<file path="src/rtl/xlt_pkg.sv">
package xlt_pkg;
  // Instruction encoding
  localparam logic [7:0] OP_PREFIX      = 8'hb8;
  localparam logic [3:0] SUB_SCAN_DOWN  = 4'he;
  localparam logic [3:0] SUB_STEP_UP    = 4'h2;
  localparam logic [3:0] SUB_SCAN_UP    = 4'h6;
  localparam logic [3:0] W2_REPEAT_LOW  = 4'he;
  localparam logic [3:0] W2_SINGLE_LOW  = 4'h0;
  localparam logic [3:0] W2_HIGH_NIBBLE = 4'h0;
  // Cycle budget
  localparam int unsigned CYC_REP_BASE  = 11;
  localparam int unsigned CYC_REP_ELEM  = 14;
  localparam int unsigned CYC_SINGLE    = 25;
  localparam int unsigned CYC_IRQ_EXTRA = 7;
  // Widths
  localparam int unsigned ADDR_W = 23;
  localparam int unsigned CNT_W  = 16;
  localparam int unsigned TIME_W = 8;
  localparam int unsigned REG_IDX_W = 4;
  typedef enum logic [1:0] {VAR_NONE, VAR_SCAN_DOWN, VAR_STEP_UP, VAR_SCAN_UP} variant_t;
  typedef enum logic [3:0] {
    ST_IDLE, ST_RD_STR, ST_WAIT_STR, ST_RD_TBL, ST_WAIT_TBL, ST_UPDATE, ST_PAD, ST_IRQ, ST_DONE
  } state_t;
endpackage

</file>
<file path="src/rtl/xlt_cycle_pad.sv">
`timescale 1ns/10ps
`default_nettype none
// Counts out the remaining cycles of a timing budget, one per clock
module xlt_cycle_pad
  import xlt_pkg::*;
#(
  parameter int unsigned W = xlt_pkg::TIME_W
) (
  input  wire logic         clk_sys,
  input  wire logic         resetn,
  input  wire logic         load,
  input  wire logic [W-1:0] count,
  output logic              busy
);
  logic [W-1:0] left_q;
  assign busy = (left_q != '0);
  always_ff @(posedge clk_sys)
  begin
    if (!resetn)
      left_q <= '0;
    else if (load)
      left_q <= count;
    else if (busy)
      left_q <= left_q - 1'b1;
  end
endmodule // xlt_cycle_pad
`default_nettype wire

</file>
<file path="src/rtl/xlt_engine.sv">
`timescale 1ns/10ps
`default_nettype none
// Function
// - Table address is base plus zero-extended target byte.
// - Read table byte into the translation result byte register.
// - Zero flag set when loaded value is zero, else cleared.
// - Memory is only read, never written.
// - Descending scan decrements the string pointer by one per element.
// - Step and ascending scan increment the string pointer by one.
// - Counter decrements by one after each element.
// - Repeat until nonzero value loaded or counter reaches zero.
// - One repeating instruction handles 1 to 65536 elements.
// - Count-expired flag set when decremented counter is zero.
// - Table base register is never changed.
// - Interrupt accepted between iterations of repeating variants.
// - Save instruction start address before accepting interrupt.
// - Each accepted interrupt adds seven cycles.
// - Single step decode, 25 cycles in both modes.
// - Pointer and base are words nonsegmented, pairs segmented.
// - Ascending scan decode and 11 + 14n cycle timing.
module xlt_engine
  import xlt_pkg::*;
(
  input  wire logic                   clk_sys,
  input  wire logic                   resetn,
  input  wire logic                   start,
  input  wire logic [15:0]            instr_w1,
  input  wire logic [15:0]            instr_w2,
  input  wire logic                   segmented,
  input  wire logic [xlt_pkg::ADDR_W-1:0] instr_pc,
  input  wire logic [xlt_pkg::ADDR_W-1:0] string_pointer_in,
  input  wire logic [xlt_pkg::ADDR_W-1:0] table_base_in,
  input  wire logic [xlt_pkg::CNT_W-1:0]  count_in,
  input  wire logic                   irq_req,
  input  wire logic                   mem_ack,
  input  wire logic [7:0]             mem_rdata,
  output logic                        mem_rd,
  output logic [xlt_pkg::ADDR_W-1:0]  mem_addr,
  output logic                        mem_wr,
  output logic                        busy,
  output logic                        done,
  output logic                        illegal,
  output logic                        irq_take,
  output logic [xlt_pkg::ADDR_W-1:0]  saved_pc,
  output logic [xlt_pkg::ADDR_W-1:0]  string_pointer_register,
  output logic [xlt_pkg::ADDR_W-1:0]  table_base_register,
  output logic [xlt_pkg::CNT_W-1:0]   count_out,
  output logic [7:0]                  translation_result_byte,
  output logic                        flag_zero,
  output logic                        flag_overflow
);
  import xlt_pkg::*;

  ////////////////////////////////////////////////////////////////////////////
  // Decode
  function automatic logic [ADDR_W-1:0] seg_addr(input logic [ADDR_W-1:0] a, input logic seg);
    // Nonsegmented mode uses only a 16-bit word register
    seg_addr = seg ? a : {{(ADDR_W-16){1'b0}}, a[15:0]};
  endfunction

  function automatic logic [ADDR_W-1:0] seg_step(input logic [ADDR_W-1:0] a, input logic seg,
                                                 input logic down);
    logic [15:0] off;
    off = down ? (a[15:0] - 16'h0001) : (a[15:0] + 16'h0001);
    // Address arithmetic wraps within the offset; segment number untouched
    seg_step = seg ? {a[ADDR_W-1:16], off} : {{(ADDR_W-16){1'b0}}, off};
  endfunction

  wire logic       hdr_ok     = (instr_w1[15:8] == OP_PREFIX) && (instr_w1[7:4] != 4'h0) &&
                                (instr_w2[15:12] == W2_HIGH_NIBBLE) && (instr_w2[7:4] != 4'h0);
  wire logic       dec_down   = hdr_ok && (instr_w1[3:0] == SUB_SCAN_DOWN) &&
                                (instr_w2[3:0] == W2_REPEAT_LOW);
  wire logic       dec_step   = hdr_ok && (instr_w1[3:0] == SUB_STEP_UP) &&
                                (instr_w2[3:0] == W2_SINGLE_LOW);
  wire logic       dec_up     = hdr_ok && (instr_w1[3:0] == SUB_SCAN_UP) &&
                                (instr_w2[3:0] == W2_REPEAT_LOW);
  wire variant_t   dec_var    = dec_down ? VAR_SCAN_DOWN : dec_step ? VAR_STEP_UP :
                                dec_up ? VAR_SCAN_UP : VAR_NONE;

  ////////////////////////////////////////////////////////////////////////////
  // State
  state_t              state_q, state_d;
  variant_t            var_q;
  logic                seg_q;
  logic [ADDR_W-1:0]   ptr_q, base_q, pc_q;
  logic [CNT_W-1:0]    cnt_q;
  logic [7:0]          rh_q;
  logic                z_q, v_q;
  logic                irq_q;
  logic                pad_load;
  logic [TIME_W-1:0]   pad_count;
  logic                pad_busy;

  // Target byte is taken off the bus on the edge that launches the table read
  wire logic [7:0]        idx_byte  = (state_q == ST_WAIT_STR) ? mem_rdata : rh_q;
  wire logic [ADDR_W-1:0] tbl_addr  = seg_q ?
                                      {base_q[ADDR_W-1:16], base_q[15:0] + {8'h00, idx_byte}} :
                                      {{(ADDR_W-16){1'b0}}, base_q[15:0] + {8'h00, idx_byte}};
  // ptr_q loads on the same edge as the first string read, so that read uses the input
  wire logic [ADDR_W-1:0] str_addr  = (state_q == ST_IDLE) ? seg_addr(string_pointer_in, segmented) : ptr_q;
  // counter step, zero wraps to 65535 first
  wire logic [CNT_W-1:0]  cnt_dec   = cnt_q - 1'b1;
  wire logic              cnt_zero  = (cnt_dec == '0);
  wire logic              val_zero  = (mem_rdata == 8'h00);
  wire logic              repeating = (var_q != VAR_STEP_UP);
  wire logic              finish    = !repeating || !z_q || v_q;
  wire logic              str_phase = (state_q == ST_RD_STR);
  wire logic              step_ok   = (state_q == ST_UPDATE);

  xlt_cycle_pad #(
    .W (TIME_W)
  ) u_pad (
    .clk_sys (clk_sys),
    .resetn  (resetn),
    .load    (pad_load),
    .count   (pad_count),
    .busy    (pad_busy)
  );

  ////////////////////////////////////////////////////////////////////////////
  // Sequencer
  // Budget per element: 4 access cycles plus padding; pad reaches 14 (or 25 / 11 extra)
  always_comb
  begin
    state_d   = state_q;
    pad_load  = 1'b0;
    pad_count = '0;
    unique case (state_q)
      ST_IDLE:     if (start && dec_var != VAR_NONE) state_d = ST_RD_STR;
      ST_RD_STR:   state_d = ST_WAIT_STR;
      ST_WAIT_STR: if (mem_ack) state_d = ST_RD_TBL;
      ST_RD_TBL:   state_d = ST_WAIT_TBL;
      ST_WAIT_TBL: if (mem_ack) state_d = ST_UPDATE;
      ST_UPDATE:
      begin
        state_d  = ST_PAD;
        pad_load = 1'b1;
        pad_count = TIME_W'(CYC_REP_ELEM - 6);
      end
      ST_PAD:
        if (!pad_busy)
        begin
          if (finish)
          begin
            state_d   = ST_DONE;
            pad_load  = 1'b1;
            pad_count = repeating ? TIME_W'(CYC_REP_BASE - 1) : TIME_W'(CYC_SINGLE - CYC_REP_ELEM - 1);
          end
          else if (irq_req)
          begin
            state_d   = ST_IRQ;
            pad_load  = 1'b1;
            pad_count = TIME_W'(CYC_IRQ_EXTRA - 1);
          end
          else
            state_d = ST_RD_STR;
        end
      ST_IRQ:      if (!pad_busy) state_d = ST_IDLE;
      ST_DONE:     if (!pad_busy) state_d = ST_IDLE;
      default:     state_d = ST_IDLE;
    endcase
  end

  always_ff @(posedge clk_sys)
  begin
    if (!resetn)
      state_q <= ST_IDLE;
    else
      state_q <= state_d;
  end

  ////////////////////////////////////////////////////////////////////////////
  // Datapath
  always_ff @(posedge clk_sys)
  begin
    if (!resetn)
    begin
      var_q  <= VAR_NONE;
      seg_q  <= 1'b0;
      ptr_q  <= '0;
      base_q <= '0;
      pc_q   <= '0;
      cnt_q  <= '0;
      rh_q   <= 8'h00;
      z_q    <= 1'b0;
      v_q    <= 1'b0;
      irq_q  <= 1'b0;
    end
    else
    begin
      irq_q <= (state_q == ST_PAD) && (state_d == ST_IRQ);
      if (state_q == ST_IDLE && start && dec_var != VAR_NONE)
      begin
        var_q  <= dec_var;
        seg_q  <= segmented;
        ptr_q  <= seg_addr(string_pointer_in, segmented);
        base_q <= seg_addr(table_base_in, segmented);
        pc_q   <= instr_pc;
        cnt_q  <= count_in;
      end
      // Target byte parked in rh_q until the table read replaces it
      if (state_q == ST_WAIT_STR && mem_ack)
        rh_q <= mem_rdata;
      if (state_q == ST_WAIT_TBL && mem_ack)
      begin
        rh_q <= mem_rdata;
        z_q  <= val_zero;
      end
      if (step_ok)
      begin
        ptr_q <= seg_step(ptr_q, seg_q, var_q == VAR_SCAN_DOWN);
        cnt_q <= cnt_dec;
        v_q   <= cnt_zero;
      end
    end
  end

  ////////////////////////////////////////////////////////////////////////////
  // Outputs, all registered
  always_ff @(posedge clk_sys)
  begin
    if (!resetn)
    begin
      mem_rd   <= 1'b0;
      mem_wr   <= 1'b0;
      mem_addr <= '0;
      busy     <= 1'b0;
      done     <= 1'b0;
      illegal  <= 1'b0;
      saved_pc <= '0;
    end
    else
    begin
      mem_rd   <= (state_d == ST_RD_STR) || (state_d == ST_RD_TBL);
      mem_wr   <= 1'b0;
      mem_addr <= (state_d == ST_RD_TBL) ? tbl_addr : str_addr;
      busy     <= (state_d != ST_IDLE);
      done     <= (state_q == ST_DONE) && !pad_busy;
      illegal  <= (state_q == ST_IDLE) && start && (dec_var == VAR_NONE);
      if (state_q == ST_PAD && state_d == ST_IRQ)
        saved_pc <= pc_q;
    end
  end

  assign irq_take                = irq_q;
  assign string_pointer_register = ptr_q;
  assign table_base_register     = base_q;
  assign count_out               = cnt_q;
  assign translation_result_byte = rh_q;
  assign flag_zero               = z_q;
  assign flag_overflow           = v_q;
endmodule // xlt_engine
`default_nettype wire

</file>
<file path="config.mk">
export PLATFORM = sky130hd
export DESIGN_NAME = xlt_engine
export DESIGN_NICKNAME = d
export VERILOG_FILES = /design/src/rtl/xlt_pkg.sv /design/src/rtl/xlt_cycle_pad.sv /design/src/rtl/xlt_engine.sv
export SDC_FILE = /design/constraint.sdc
export NUM_CORES = 1
export LEC_CHECK = 0
export ABC_AREA = 1
export BUFFER_PORTS_ARGS = -buffer_cell sky130_fd_sc_hd__buf_4
export CAP_MARGIN = 20
export CELL_PAD_IN_SITES_DETAIL_PLACEMENT = 0
export CELL_PAD_IN_SITES_GLOBAL_PLACEMENT = 1
export CORE_UTILIZATION = 34
export CTS_BUF_LIST = sky130_fd_sc_hd__clkbuf_8
export DETAILED_ROUTE_END_ITERATION = 6
export GPL_ROUTABILITY_DRIVEN = 0
export PLACE_DENSITY = 0.84
export SKIP_LAST_GASP = 1
export SLEW_MARGIN = 10
export SYNTH_ARGS = -nofsm -noshare
export SYNTH_HDL_FRONTEND = slang
export SYNTH_SLANG_ARGS = --single-unit
export TNS_END_PERCENT = 10
</file>
<file path="constraint.sdc">
create_clock -name clk_sys -period 2.68 [get_ports clk_sys]
set_input_delay 0.402 -clock clk_sys [delete_from_list [all_inputs] [get_ports clk_sys]]
set_output_delay 0.402 -clock clk_sys [all_outputs]
set_load 0.02 [all_outputs]
</file>
### Word level (Yosys, flattened, before mapping)

Cells that the tools add are included.

| storage, ports and cells | value |
|---|---|
| word-level logic and storage cells | 117 |
| flip-flop bits (word level) | 161 |
| output and inout bits | 124 |

| operators by class | value |
|---|---|
| reductions and logical operators | 39 |
| $add $sub $neg | 5 |
| eq/ne operators | 19 |
| multiplexer cells | 35 |

Operators with widths:

| operator | number |
|---|---|
| two-way mux 23 bit | 8 |
| two-way mux 16 bit | 3 |
| two-way mux 8 bit | 5 |
| two-way mux 4 bit | 8 |
| case mux 4 bit (8 select lines) | 1 |
| subtractor 16 x 1 -> 16 bit, second input constant | 2 |
| == test 4 x 3 -> 1 bit, second input constant | 6 |
| logical AND 1 bit | 17 |
| adder 16 x 1 -> 16 bit, second input constant | 1 |
| adder 16 x 8 -> 16 bit | 1 |
| == test 4 x 2 -> 1 bit, second input constant | 4 |
| zero test 16 bit | 1 |
| == test 4 bit, second input constant | 3 |
| zero test 4 bit | 3 |
| nonzero test 4 bit | 3 |
| == test 4 x 1 -> 1 bit, second input constant | 2 |
| == test 8 bit, second input constant | 1 |
| zero test 8 bit | 1 |
| case mux 4 bit (2 select lines) | 1 |
| nonzero test 2 bit | 4 |
| nonzero test 8 bit | 1 |
| subtractor 8 x 1 -> 8 bit, second input constant | 1 |
| two-way mux 2 bit | 3 |
| two-way mux 3 bit | 2 |
| other kinds (9) | 16 |

### Depth between registers and ports, before layout

Gate-level depths: netlist of run 1.

| logic depth | value |
|---|---|
| word-level depth | 15 |
| gate-level depth with buffers | 19 |
| gate-level depth less buffers | 18 |

### Hierarchy

A second synthesis of run 1 with hierarchy kept.

| second synthesis, totals | value |
|---|---|
| cell total of the unflattened synthesis | 1231 |
| area total of the unflattened synthesis | 8508.2 sq um |

By module, submodules not included:

| module | cells an instance | area each (sq um) | seq. area each (sq um) | instances |
|---|---|---|---|---|
| xlt_engine | 1160 | 7997.7 | 3062.9 | 1 |
| xlt_cycle_pad | 71 | 510.5 | 160.2 | 1 |

### Worst setup path after synthesis of run 1

Ideal clock, no wire load.

| timing path | value |
|---|---|
| kind | flip-flop to flip-flop |
| from | register state_q[1] |
| to | register mem_addr[8] (netlist bit) |
| library setup time | 0.115 ns |
| data arrival time | 2.405 ns |
| setup slack | 0.160 ns |
| buffers on the path | 1 |
| stages on the path, launching flop included | 16 |
| cells stage by stage | dfxtp_1 inv_1 nor3_2 inv_1 clkbuf_1 nand2_1 o21ai_0 ha_1 fa_1 nand3_1 o211ai_1 nand2_1 nand2_1 xor2_1 o21ai_0 inv_1 |

| on the way | value |
|---|---|
| word-level cells in the longest chain between the ends | 5 |

RTL lines:

| element | RTL line | text |
|---|---|---|
| start, declared | xlt_engine.sv:82 | `state_t state_q, state_d;` |
| start signal, assigned | xlt_engine.sv:169 | `state_q <= state_d;` |
| == test 4 x 2 -> 1 bit, or another cell as far along | xlt_engine.sv:95, xlt_engine.sv:128 |  |
| two-way mux 8 bit or OR reduction 2 bit (tied branches) | n/a |  |
| adder 16 x 8 -> 16 bit or case mux 4 bit (8 select lines) (tied branches) | xlt_engine.sv:97, xlt_engine.sv:98, xlt_engine.sv:128 |  |
| two-way mux 23 bit or == test 4 x 2 -> 1 bit (tied branches) | xlt_engine.sv:96, xlt_engine.sv:236 |  |
| two-way mux 23 bit (*) | xlt_engine.sv:236 | `mem_addr <= (state_d == ST_RD_TBL) ? tbl_addr : str_addr;` |
| end signal, assigned | xlt_engine.sv:236 |  |
| end, declared | xlt_engine.sv:38 | `output logic [xlt_pkg::ADDR_W-1:0] mem_addr,` |

Every way passes the cells marked *; elsewhere a longest branch is shown, timed or not.
A chain may end at the register's enable or synchronous reset.

### Worst setup path after layout of run 1

| timing path | value |
|---|---|
| from | register state_q[2] |
| to | register mem_addr[14] (netlist bit) |

The elaborated chain is that of the path after synthesis.

==> flow_summary_export.csv, run 1 <==
group,metric,value,unit
worst_setup_path,endpoint_kind,"flip-flop",
synth,yosys_warnings,0,
worst_setup_path,ff2ff_setup_slack,0.21,ns
place,preCtsSetupSlack,0.07154,ns
worst_setup_path,crit_type,"flip-flop to flip-flop",
job,cap_violations,0,
layout,num-fill-cells,2688,
routing,num_vias,9105,
floorplan,die_w,161.7,microns
worst_setup_path,slowest_delay,0.34,ns
sta,skew,0.01281,ns
synth,yosys.area_share.simple,32.09,%
sta,layout_setup_ws,0.2088,ns
clock_network,max-clock-path-buffers,2,
global_route,grt_pass1_wl,44.48,mm
sta,final_hold_viol_count,0,
synth,synth_xor_area_share,1.514,%
layout,fin_util,45.14,%
clock_network,ctsHoldBuffers,0,
synth,synth-edff-count,0,
routing,post-route-drc-count,0,
layout,area_growth_syn_to_layout,30.65,%
floorplan,chipHeight,161.7,microns
synth,synth_area,8675,sq um
global_route,grt_usage,21.54,%
clock_network,clk_latency,0.46,ns
sta,relSlewSlack,42.04,%
synth,synth.top_cell.area_share,37.16,%
run_status,status,"complete, no violations",
synth,avgSynthCellArea,6.766,sq um
layout,final_net_count,1679,
floorplan,die_area,26160,sq um
layout,antenna_cells,0,
routing,dr.first_iter.drc_count,755,
synth,yosysTopAreaCell,"dfxtp_1",
worst_setup_path,worst_path_max_delay_cell,"dfxtp_2",
sta,max_freq,404.7,MHz
synth,synth_area_leaders,"dfxtp_1 37%, nand2_1 11%, nor2_1 10%",
worst_setup_path,path_cells,"inv_2, nand2_4, nor3_4, clkinvlp_4, nand2_1, o21ai_0, ha_1, nand3_1, o211ai_1, nand2_1, nand2_4, nand2_4, a21oi_2, o21ai_1, nand2_1, inv_1",
global_route,gr-max-usage-layer,"met2",
place,hpwlAfterDp,21.36,mm
synth,synthFlopType,"dfxtp_1",
global_route,grt_pass1_vias,8590,
synth,synthTopCellsByCount,"243 x nand2_1, 230 x nor2_1, 161 x dfxtp_1",
global_route,antenna_found_initial,0,
sta,period_share,92.21,%
routing,antenna_left,0,
routing,drt_first_pass_iters,7,
sta,tightest_slew,0.8685,ns
pwr,ir_worst_vdd,0.2873,mV
routing,wl_per_cell,15.11,microns
synth,synth_top_family_by_area,"simple AND/OR/NAND/NOR gates",
synth,ys_ff_latch,161,
clock_network,cts_num_sinks,161,
routing,viasPerCell,4.885,
pwr,power.density,443.4,nW/um^2
global_route,grt_max_degree,58,
sta,period_needed,2.471,ns
synth,async_flop_share,0,%
place,portBuffers,249,
pwr,leakagePower,5.450,nW
worst_setup_path,crit_fanout,6,
pwr,finalPower,5.025,mW
worst_setup_path,crit_required,3.04,ns
sta,drv_slew,0,
floorplan,core_area,25110,sq um
global_route,grtUsageMet2,36.56,%
floorplan,start_util,34.55,%
synth,synth.most_common_cell,"nand2_1",
synth,synth-compound-area-share,16.13,%
clock_network,htree_levels,4,
floorplan,pin_count,255,
synth,synth_nets,1440,
global_route,overflow,0,
clock_network,cts_buffers,17,
clock_network,clk_pin_slew,0.10,ns
synth,seq_area_frac_synth,37.16,%
hold_path,hold_class,"primary input to flip-flop",
worst_setup_path,critPathArrivalTime,2.83,ns
sta,setup-violations-final,0,
worst_setup_path,cp_top_family,"simple AND/OR/NAND/NOR gates",
layout,layout-drive-gt1-share,23.60,%
synth,synthMuxAreaShare,0,%
worst_setup_path,startpoint_type,"flip-flop",
worst_setup_path,cp.buffers_inverters,3,
clock_network,cts_tree,"built",
routing,totalWireLength,28.17,mm
clock_network,cts_root_buffer,"clkbuf_8",
global_route,grt_util_met1,27.26,%
floorplan,row_count,58,
synth,syn-instance-count,1282,
global_route,gr-usage-met3,4.597,%
synth,synth-adder-area-share,4.068,%
synth,yosysUniqueCellTypes,50,
## sequential cells by signal, summed over array words and instances, names as in the netlist
name                     cells
busy                         1
count_out                   16
done                         1
flag_overflow                1
flag_zero                    1
illegal                      1
irq_take                     1
mem_addr                    23
mem_rd                       1
pc_q                        23
saved_pc                    23
seg_q                        1
state_q                      4
string_pointer_register     23
table_base_register         23
translation_result_byte      8
u_pad.left_q                 8
var_q                        2
## tightest hold or removal path, delay by kind of cell
family,cells,cell delay [ns]
AND/OR/NAND/NOR,2,0.11
buffers and inverters,1,0.08
## layer usage
| layer | vias to the layer above | routed length (microns) |
|---|---|---|
| li1 | 4693 | - |
| met5 | - | 0 |
| met4 | 0 | 545 |
| met1 | 4114 | 12580 |
| met3 | 34 | 1579 |
| met2 | 264 | 13460 |
## final cells by class
type,count,area (sq um),area share [%]
sequential,161,3224,28.45
tap,330,412.9,3.643
inverter,124,465.4,4.107
clock buffer,18,247.7,2.186
clock inverter,14,156.4,1.380
multi-input combinational,939,4723,41.68
timing repair inverter,1,7.507,0.06624
timing repair buffer,277,2096,18.49
## layout by cell type, fill, tap and decap left out, drive strengths merged
master | Yosys | final
a211oi | 13 | 13
a21o | 3 | 3
a21oi | 88 | 88
a311oi | 7 | 7
a31oi | 13 | 13
and2 | 3 | 3
and3 | 1 | 1
buf | 35 | 277
bufinv | 0 | 2
clkbuf | 23 | 18
clkinv | 1 | 3
clkinvlp | 0 | 6
conb | 1 | 1
dfxtp | 161 | 161
fa | 2 | 2
ha | 25 | 25
inv | 123 | 128
nand2 | 249 | 249
nand3 | 107 | 107
nand3b | 5 | 5
nand4 | 14 | 14
nor2 | 236 | 236
nor3 | 24 | 24
nor4 | 2 | 2
o2111ai | 1 | 1
o211a | 1 | 1
o211ai | 2 | 2
o21a | 1 | 1
o21ai | 120 | 120
o22ai | 1 | 1
o31ai | 1 | 1
or2 | 4 | 4
xnor2 | 7 | 7
xor2 | 8 | 8
## through the flow
| stage | TNS (ns) | hold slack, ns | instance area [sq um] | instances |
|---|---|---|---|---|
| 2_1_floorplan | 0 | 0.4381 | 8675 | 1282 |
| 3_3_place_gp | 0 | 0.4501 | 10850 | 1829 |
| 3_5_place_dp | 0 | 0.4562 | 10850 | 1829 |
| 4_1_cts | 0 | 0.1327 | 11250 | 1861 |
| 5_1_grt | -0.03536 | 0.1372 | 11330 | 1864 |
| 6_report | 0 | 0.1594 | 11330 | 1864 |
## worst paths after layout
kind | depth (start not counted) | endpoint | startpoint
worst max-delay path | 16 | mem_addr[14]$_SDFF_PN0_ | state_q[2]$_SDFF_PN0_
worst min-delay path | 3 | table_base_register[2]$_SDFFE_PN0P_ | table_base_in[2]
worst min register to register | 2 | u_pad.left_q[1]$_SDFFE_PN0P_ | u_pad.left_q[1]$_SDFFE_PN0P_
worst max register to register | 16 | mem_addr[14]$_SDFF_PN0_ | state_q[2]$_SDFF_PN0_
## logic make-up (layout without fill, tap and decap cells)
group                      count (synthesis)  after routing
adders and majority gates                 27             27
other                                      1              1
xor gates and xnor gates                  15             15
and+or+nand+nor                          645            645
buffers and inverters                    182            434
DFF                                      161            161
AOI/OAI and AO/OA                        251            251
## what timing repair did
| item | CTS | global route |
|---|---|---|
| setup endpoints to repair | 0 | 8 |
| buffers inserted | 0 | 2 |
| resized for setup | 0 | 27 |
## report_power, final
part	total [mW]	switching, mW	leakage, nW	internal, mW
Combinational	0.686	0.380	3.95	0.306
Sequential	2.49	0.0368	1.30	2.45
Clock	1.85	0.987	0.192	0.866
Note: power is estimated with default switching activity, not from simulation.
==> run 2, diff against run 1 <==
- RECOVER_POWER: not set -> 50
==> flow_summary_export.csv, run 2 (synthesis gave the netlist of run 1 again) <==
group,metric,value,unit
pwr,power.internal,3.601,mW
layout,antenna_cells,0,
routing,post-route-drc-count,0,
global_route,grt_usage,21.54,%
clock_network,ctsHoldBuffers,0,
global_route,antenna_found_initial,0,
clock_network,clk_latency,0.46,ns
pwr,finalPower,4.999,mW
routing,antenna_left,0,
pwr,comb_power_share,13.2,%
floorplan,start_util,34.55,%
global_route,grt_pass1_wl,44.48,mm
pwr,leakagePower,4.915,nW
place,hpwlAfterDp,21.36,mm
worst_setup_path,critPathArrivalTime,2.83,ns
floorplan,chipHeight,161.7,microns
clock_network,cts_num_sinks,161,
layout,final_common_cell,"nand2_1",
routing,num_vias,9125,
floorplan,die_w,161.7,microns
pwr,p_sw_share,27.97,%
sta,drv_slew,0,
sta,max_freq,404.5,MHz
clock_network,cts_root_buffer,"clkbuf_8",
place,portBuffers,249,
place,place_area,10850,sq um
worst_setup_path,startpoint_type,"flip-flop",
routing,totalWireLength,28.13,mm
floorplan,pin_count,255,
routing,wl_per_cell,15.09,microns
sta,period_share,92.24,%
global_route,grt_pass1_vias,8590,
routing,viasPerCell,4.895,
clock_network,htree_levels,4,
sta,skew,0.01325,ns
worst_setup_path,crit_required,3.04,ns
layout,area_growth_syn_to_layout,25.07,%
pwr,power.density,460.8,nW/um^2
sta,period_needed,2.472,ns
hold_path,hold_class,"primary input to flip-flop",
routing,dr.first_iter.drc_count,740,
sta,finalSetupTns,0,ns
worst_setup_path,crit_fanout,6,
layout,layout-drive-gt1-share,15.19,%
floorplan,row_count,58,
global_route,overflow,0,
layout,final_net_count,1679,
sta,tightest_slew,0.8499,ns
layout,design_area,10850,sq um
place,preCtsSetupSlack,0.07154,ns
clock_network,max-clock-path-buffers,2,
clock_network,cts_buffers,17,
routing,drt_first_pass_iters,7,
floorplan,core_area,25110,sq um
pwr,p_seq_share,49.7,%
sta,layout_setup_ws,0.2081,ns
pwr,switching_power,1.398,mW
job,cap_violations,0,
layout,layout_common_cells,"238 x nand2_1, 231 x nor2_1, 160 x dfxtp_1, 150 x buf_4, 125 x clkbuf_1",
pwr,ir_worst_vdd,0.2872,mV
pwr,clock_power_share,37.1,%
global_route,grt_max_degree,58,
sta,final_hold_viol_count,0,
sta,setup-violations-final,0,
sta,relSlewSlack,43.28,%
worst_setup_path,endpoint_kind,"flip-flop",
worst_setup_path,crit_type,"flip-flop to flip-flop",
run_status,status,"complete, no violations",
clock_network,clk_pin_slew,0.10,ns
clock_network,cts_tree,"built",
floorplan,die_area,26160,sq um
## run 2: worst max-delay path, cell delays in order, from the launching register on
cell and delay, ns:
dfxtp_2 0.34, inv_2 0.06, nand2_4 0.06, nor3_4 0.25, clkinvlp_4 0.17, nand2_1 0.07, o21ai_0 0.09, ha_1 0.33
nand3_1 0.11, o211ai_1 0.26, nand2_1 0.14, nand2_4 0.14, nand2_4 0.06, a21oi_2 0.13, o21ai_1 0.07, nand2_1 0.06
inv_1 0.04
## run 2: final timing paths
kind	startpoint	slack, ns	end	depth (start not counted)
max	state_q[2]$_SDFF_PN0_	0.21	mem_addr[14]$_SDFF_PN0_	16
min	table_base_in[2]	0.16	table_base_register[2]$_SDFFE_PN0P_	3
max reg2reg	state_q[2]$_SDFF_PN0_	0.21	mem_addr[14]$_SDFF_PN0_	16
min reg2reg	u_pad.left_q[1]$_SDFFE_PN0P_	0.47	u_pad.left_q[1]$_SDFFE_PN0P_	2
## run 2: per-layer routing
layer / wire length [microns] / GRT usage [%] / vias to the layer above
met4: 573 / 6.518 / 0
met1: 12460 / 27.26 / 4117
met3: 1747 / 4.597 / 38
met5: 0 / 0 / -
li1: - / - / 4689
met2: 13340 / 36.56 / 281
## run 2: power by group through the flow
stage / logic, mW / clock network (mW) / registers, mW
2_1_floorplan: 0.379 / 0 / 2.56
3_3_place_gp: 0.677 / 0 / 2.54
3_5_place_dp: 0.685 / 0 / 2.54
4_1_cts: 0.691 / 1.90 / 2.49
5_1_grt: 0.730 / 2.00 / 2.49
6_report: 0.661 / 1.85 / 2.48
## run 2: cell type report
class	instances	area [sq um]
timing repair inverter	1	7.507
inverter	124	465.4
clock buffer	18	247.7
multi-input combinational	939	4708
clock inverter	14	156.4
tap	330	412.9
sequential	161	3224
timing repair buffer	277	1627
fill	2771	14260
## run 2: what timing repair did
item | CTS | global route
buffers inserted | 0 | 2
resized for setup | 0 | 27
endpoints found under the setup margin | 0 | 8
## run 2: metrics by stage
stage,utilization (%),hold WS [ns],std cells
after floorplan,-,0.4381,1282
after global placement,43.21,0.4501,1829
after detailed placement,43.21,0.4562,1829
after CTS,44.82,0.1327,1861
after global routing,43.21,0.1372,1864
final,43.21,0.1579,1864
==> run 3, diff against run 2 <==
- CORE_UTILIZATION: 34 -> 35
- PLACE_DENSITY: 0.84 -> not set
- PLACE_DENSITY_LB_ADDON: not set -> 0.12
- clock period: 2.68 -> 2.35 ns (I/O delays scaled with it)
==> flow_summary_export.csv, run 3 (synthesis gave the netlist of run 1 again) <==
group,metric,value,unit
sta,setup-violations-final,0,
worst_setup_path,slowest_delay,0.35,ns
worst_setup_path,crit_fanout,6,
sta,tightest_slew,0.6437,ns
worst_setup_path,path_cells,"inv_2, nor3_4, inv_2, buf_12, nand2_4, o21ai_2, ha_4, buf_6, nand3_4, o211ai_1, nand2_1, nand2_4, nand3_2, nand2_2, nand3_2, nand3_1, inv_1",
routing,num_vias,9131,
place,placed_cells,1852,
global_route,antenna_found_initial,0,
sta,drv_slew,0,
pwr,ir_worst_vdd,0.2990,mV
clock_network,cts_root_buffer,"clkbuf_8",
layout,final_common_cell,"buf_4",
sta,max_freq,431.3,MHz
sta,final_hold_viol_count,0,
place,portBuffers,249,
worst_setup_path,cp.buffers_inverters,5,
floorplan,start_util,35.67,%
clock_network,cts_tree,"built",
worst_setup_path,crit_required,2.71,ns
sta,period_share,98.67,%
hold_path,hold_class,"primary input to flip-flop",
routing,post-route-drc-count,0,
clock_network,cts_num_sinks,161,
layout,layout_common_cells,"301 x buf_4, 231 x nand2_1, 229 x nor2_1, 159 x dfxtp_1, 111 x inv_1",
routing,wl_per_cell,15.08,microns
global_route,grt_pass1_wl,44.57,mm
layout,num-fill-cells,2581,
sta,layout_setup_ws,0.03118,ns
clock_network,clk_latency,0.46,ns
run_status,status,"complete, no violations",
worst_setup_path,cp_top_family,"simple AND/OR/NAND/NOR gates",
floorplan,die_area,25420,sq um
job,cap_violations,0,
worst_setup_path,endpoint_kind,"flip-flop",
place,preCtsSetupSlack,-0.1305,ns
floorplan,row_count,57,
global_route,overflow,0,
worst_setup_path,critPathArrivalTime,2.68,ns
worst_setup_path,cp.depth,17,
worst_setup_path,crit_type,"flip-flop to flip-flop",
routing,dr.first_iter.drc_count,596,
sta,skew,0.02345,ns
place,place_area,11110,sq um
pwr,leakagePower,5.659,nW
clock_network,clk_pin_slew,0.10,ns
global_route,grt_pass1_vias,8368,
pwr,power.density,489.1,nW/um^2
sta,rsz0062_at_grt,"true",
pwr,finalPower,5.769,mW
global_route,grt_usage,22.06,%
worst_setup_path,startpoint_type,"flip-flop",
layout,stdcell_count,1894,
sta,relSlewSlack,56.98,%
layout,antenna_cells,0,
clock_network,max-clock-path-buffers,2,
clock_network,htree_levels,4,
sta,period_needed,2.319,ns
layout,area_growth_syn_to_layout,35.97,%
floorplan,die_w,159.4,microns
clock_network,ctsHoldBuffers,0,
routing,viasPerCell,4.821,
layout,layout-drive-gt1-share,26.62,%
routing,drt_first_pass_iters,5,
global_route,grt_max_degree,56,
clock_network,cts_buffers,17,
place,hpwlAfterDp,21.73,mm
floorplan,pin_count,255,
floorplan,chipHeight,159.4,microns
floorplan,core_area,24320,sq um
worst_setup_path,reg2reg_depth,17,
routing,antenna_left,0,
worst_setup_path,worst_path_max_delay_cell,"dfxtp_2",
hold_path,whs_path_depth,3,
layout,final_net_count,1715,
routing,totalWireLength,28.56,mm
layout,design_area,11800,sq um
-- run 3: cell count changes in the layout (fill, tap and decap cells not counted), sizes merged --
| cell | delta |
|---|---|
| buf | +157 |
| inv | +3 |
| clkbuf | -121 |
| clkinvlp | -4 |
| clkinv | +1 |
-- run 3: power by group --
part,internal (mW),total [mW],switching (mW)
sequential,2.79,2.83,0.0407
clock,0.977,2.15,1.17
combinational,0.354,0.784,0.430
-- run 3: per-layer routing --
layer  vias up  share of wire [%]  wire (microns)  global-route usage [%]
met5         -                  0               0                       0
met2       260                 46           13160                   35.57
met1      4087                 47           13560                   30.25
li1       4760                  -               -                       -
met4         0                1.4             408                   6.075
met3        24                5.0            1423                   3.751
-- run 3: path summary, 6_finish.rpt --
kind / from / endpoint / slack [ns]
worst max register to register: state_q[1]$_SDFF_PN0_ / mem_addr[10]$_SDFF_PN0_ / 0.03
worst min-delay path: instr_pc[2] / pc_q[2]$_SDFFE_PN0P_ / 0.11
worst max-delay path: state_q[1]$_SDFF_PN0_ / mem_addr[10]$_SDFF_PN0_ / 0.03
worst min register to register: u_pad.left_q[0]$_SDFFE_PN0P_ / u_pad.left_q[0]$_SDFFE_PN0P_ / 0.47
-- run 3: cell type report --
cell class                 count  area (sq um)  area share [%]
timing repair buffer         314          2434           20.63
inverter                     124         465.4           3.946
clock buffer                  17         234.0           1.984
clock inverter                15         171.4           1.453
tap                          324         405.4           3.437
multi-input combinational    939          4860           41.20
sequential                   161          3226           27.35
-- run 3: worst register-to-register path: cells and delay by family, from the launching register on --
| kind | cells | cell delay, ns |
|---|---|---|
| AOI/OAI and AO/OA | 2 | 0.29 |
| adders and majority gates | 1 | 0.28 |
| buffers and inverters | 5 | 0.44 |
| DFF | 1 | 0.35 |
| and+or+nand+nor | 9 | 0.87 |
-- run 3: through the flow --
stage	setup TNS, ns	hold WS (ns)	util (%)
detailed placement	-0.5926	0.4580	45.69
CTS	-0.08532	0.08246	47.70
floorplan	-0.3039	0.4381	-
global placement	-0.2829	0.4480	45.69
finish	0	0.1061	48.50
global route	-0.7643	0.08372	48.50
-- run 3: what timing repair did --
| item | in CTS | in global routing |
|---|---|---|
| resized for setup | 23 | 33 |
| cloned | 0 | 1 |
| pin swaps | 11 | 20 |
| endpoints found under the setup margin | 9 | 13 |
| buffers inserted | 4 | 5 |
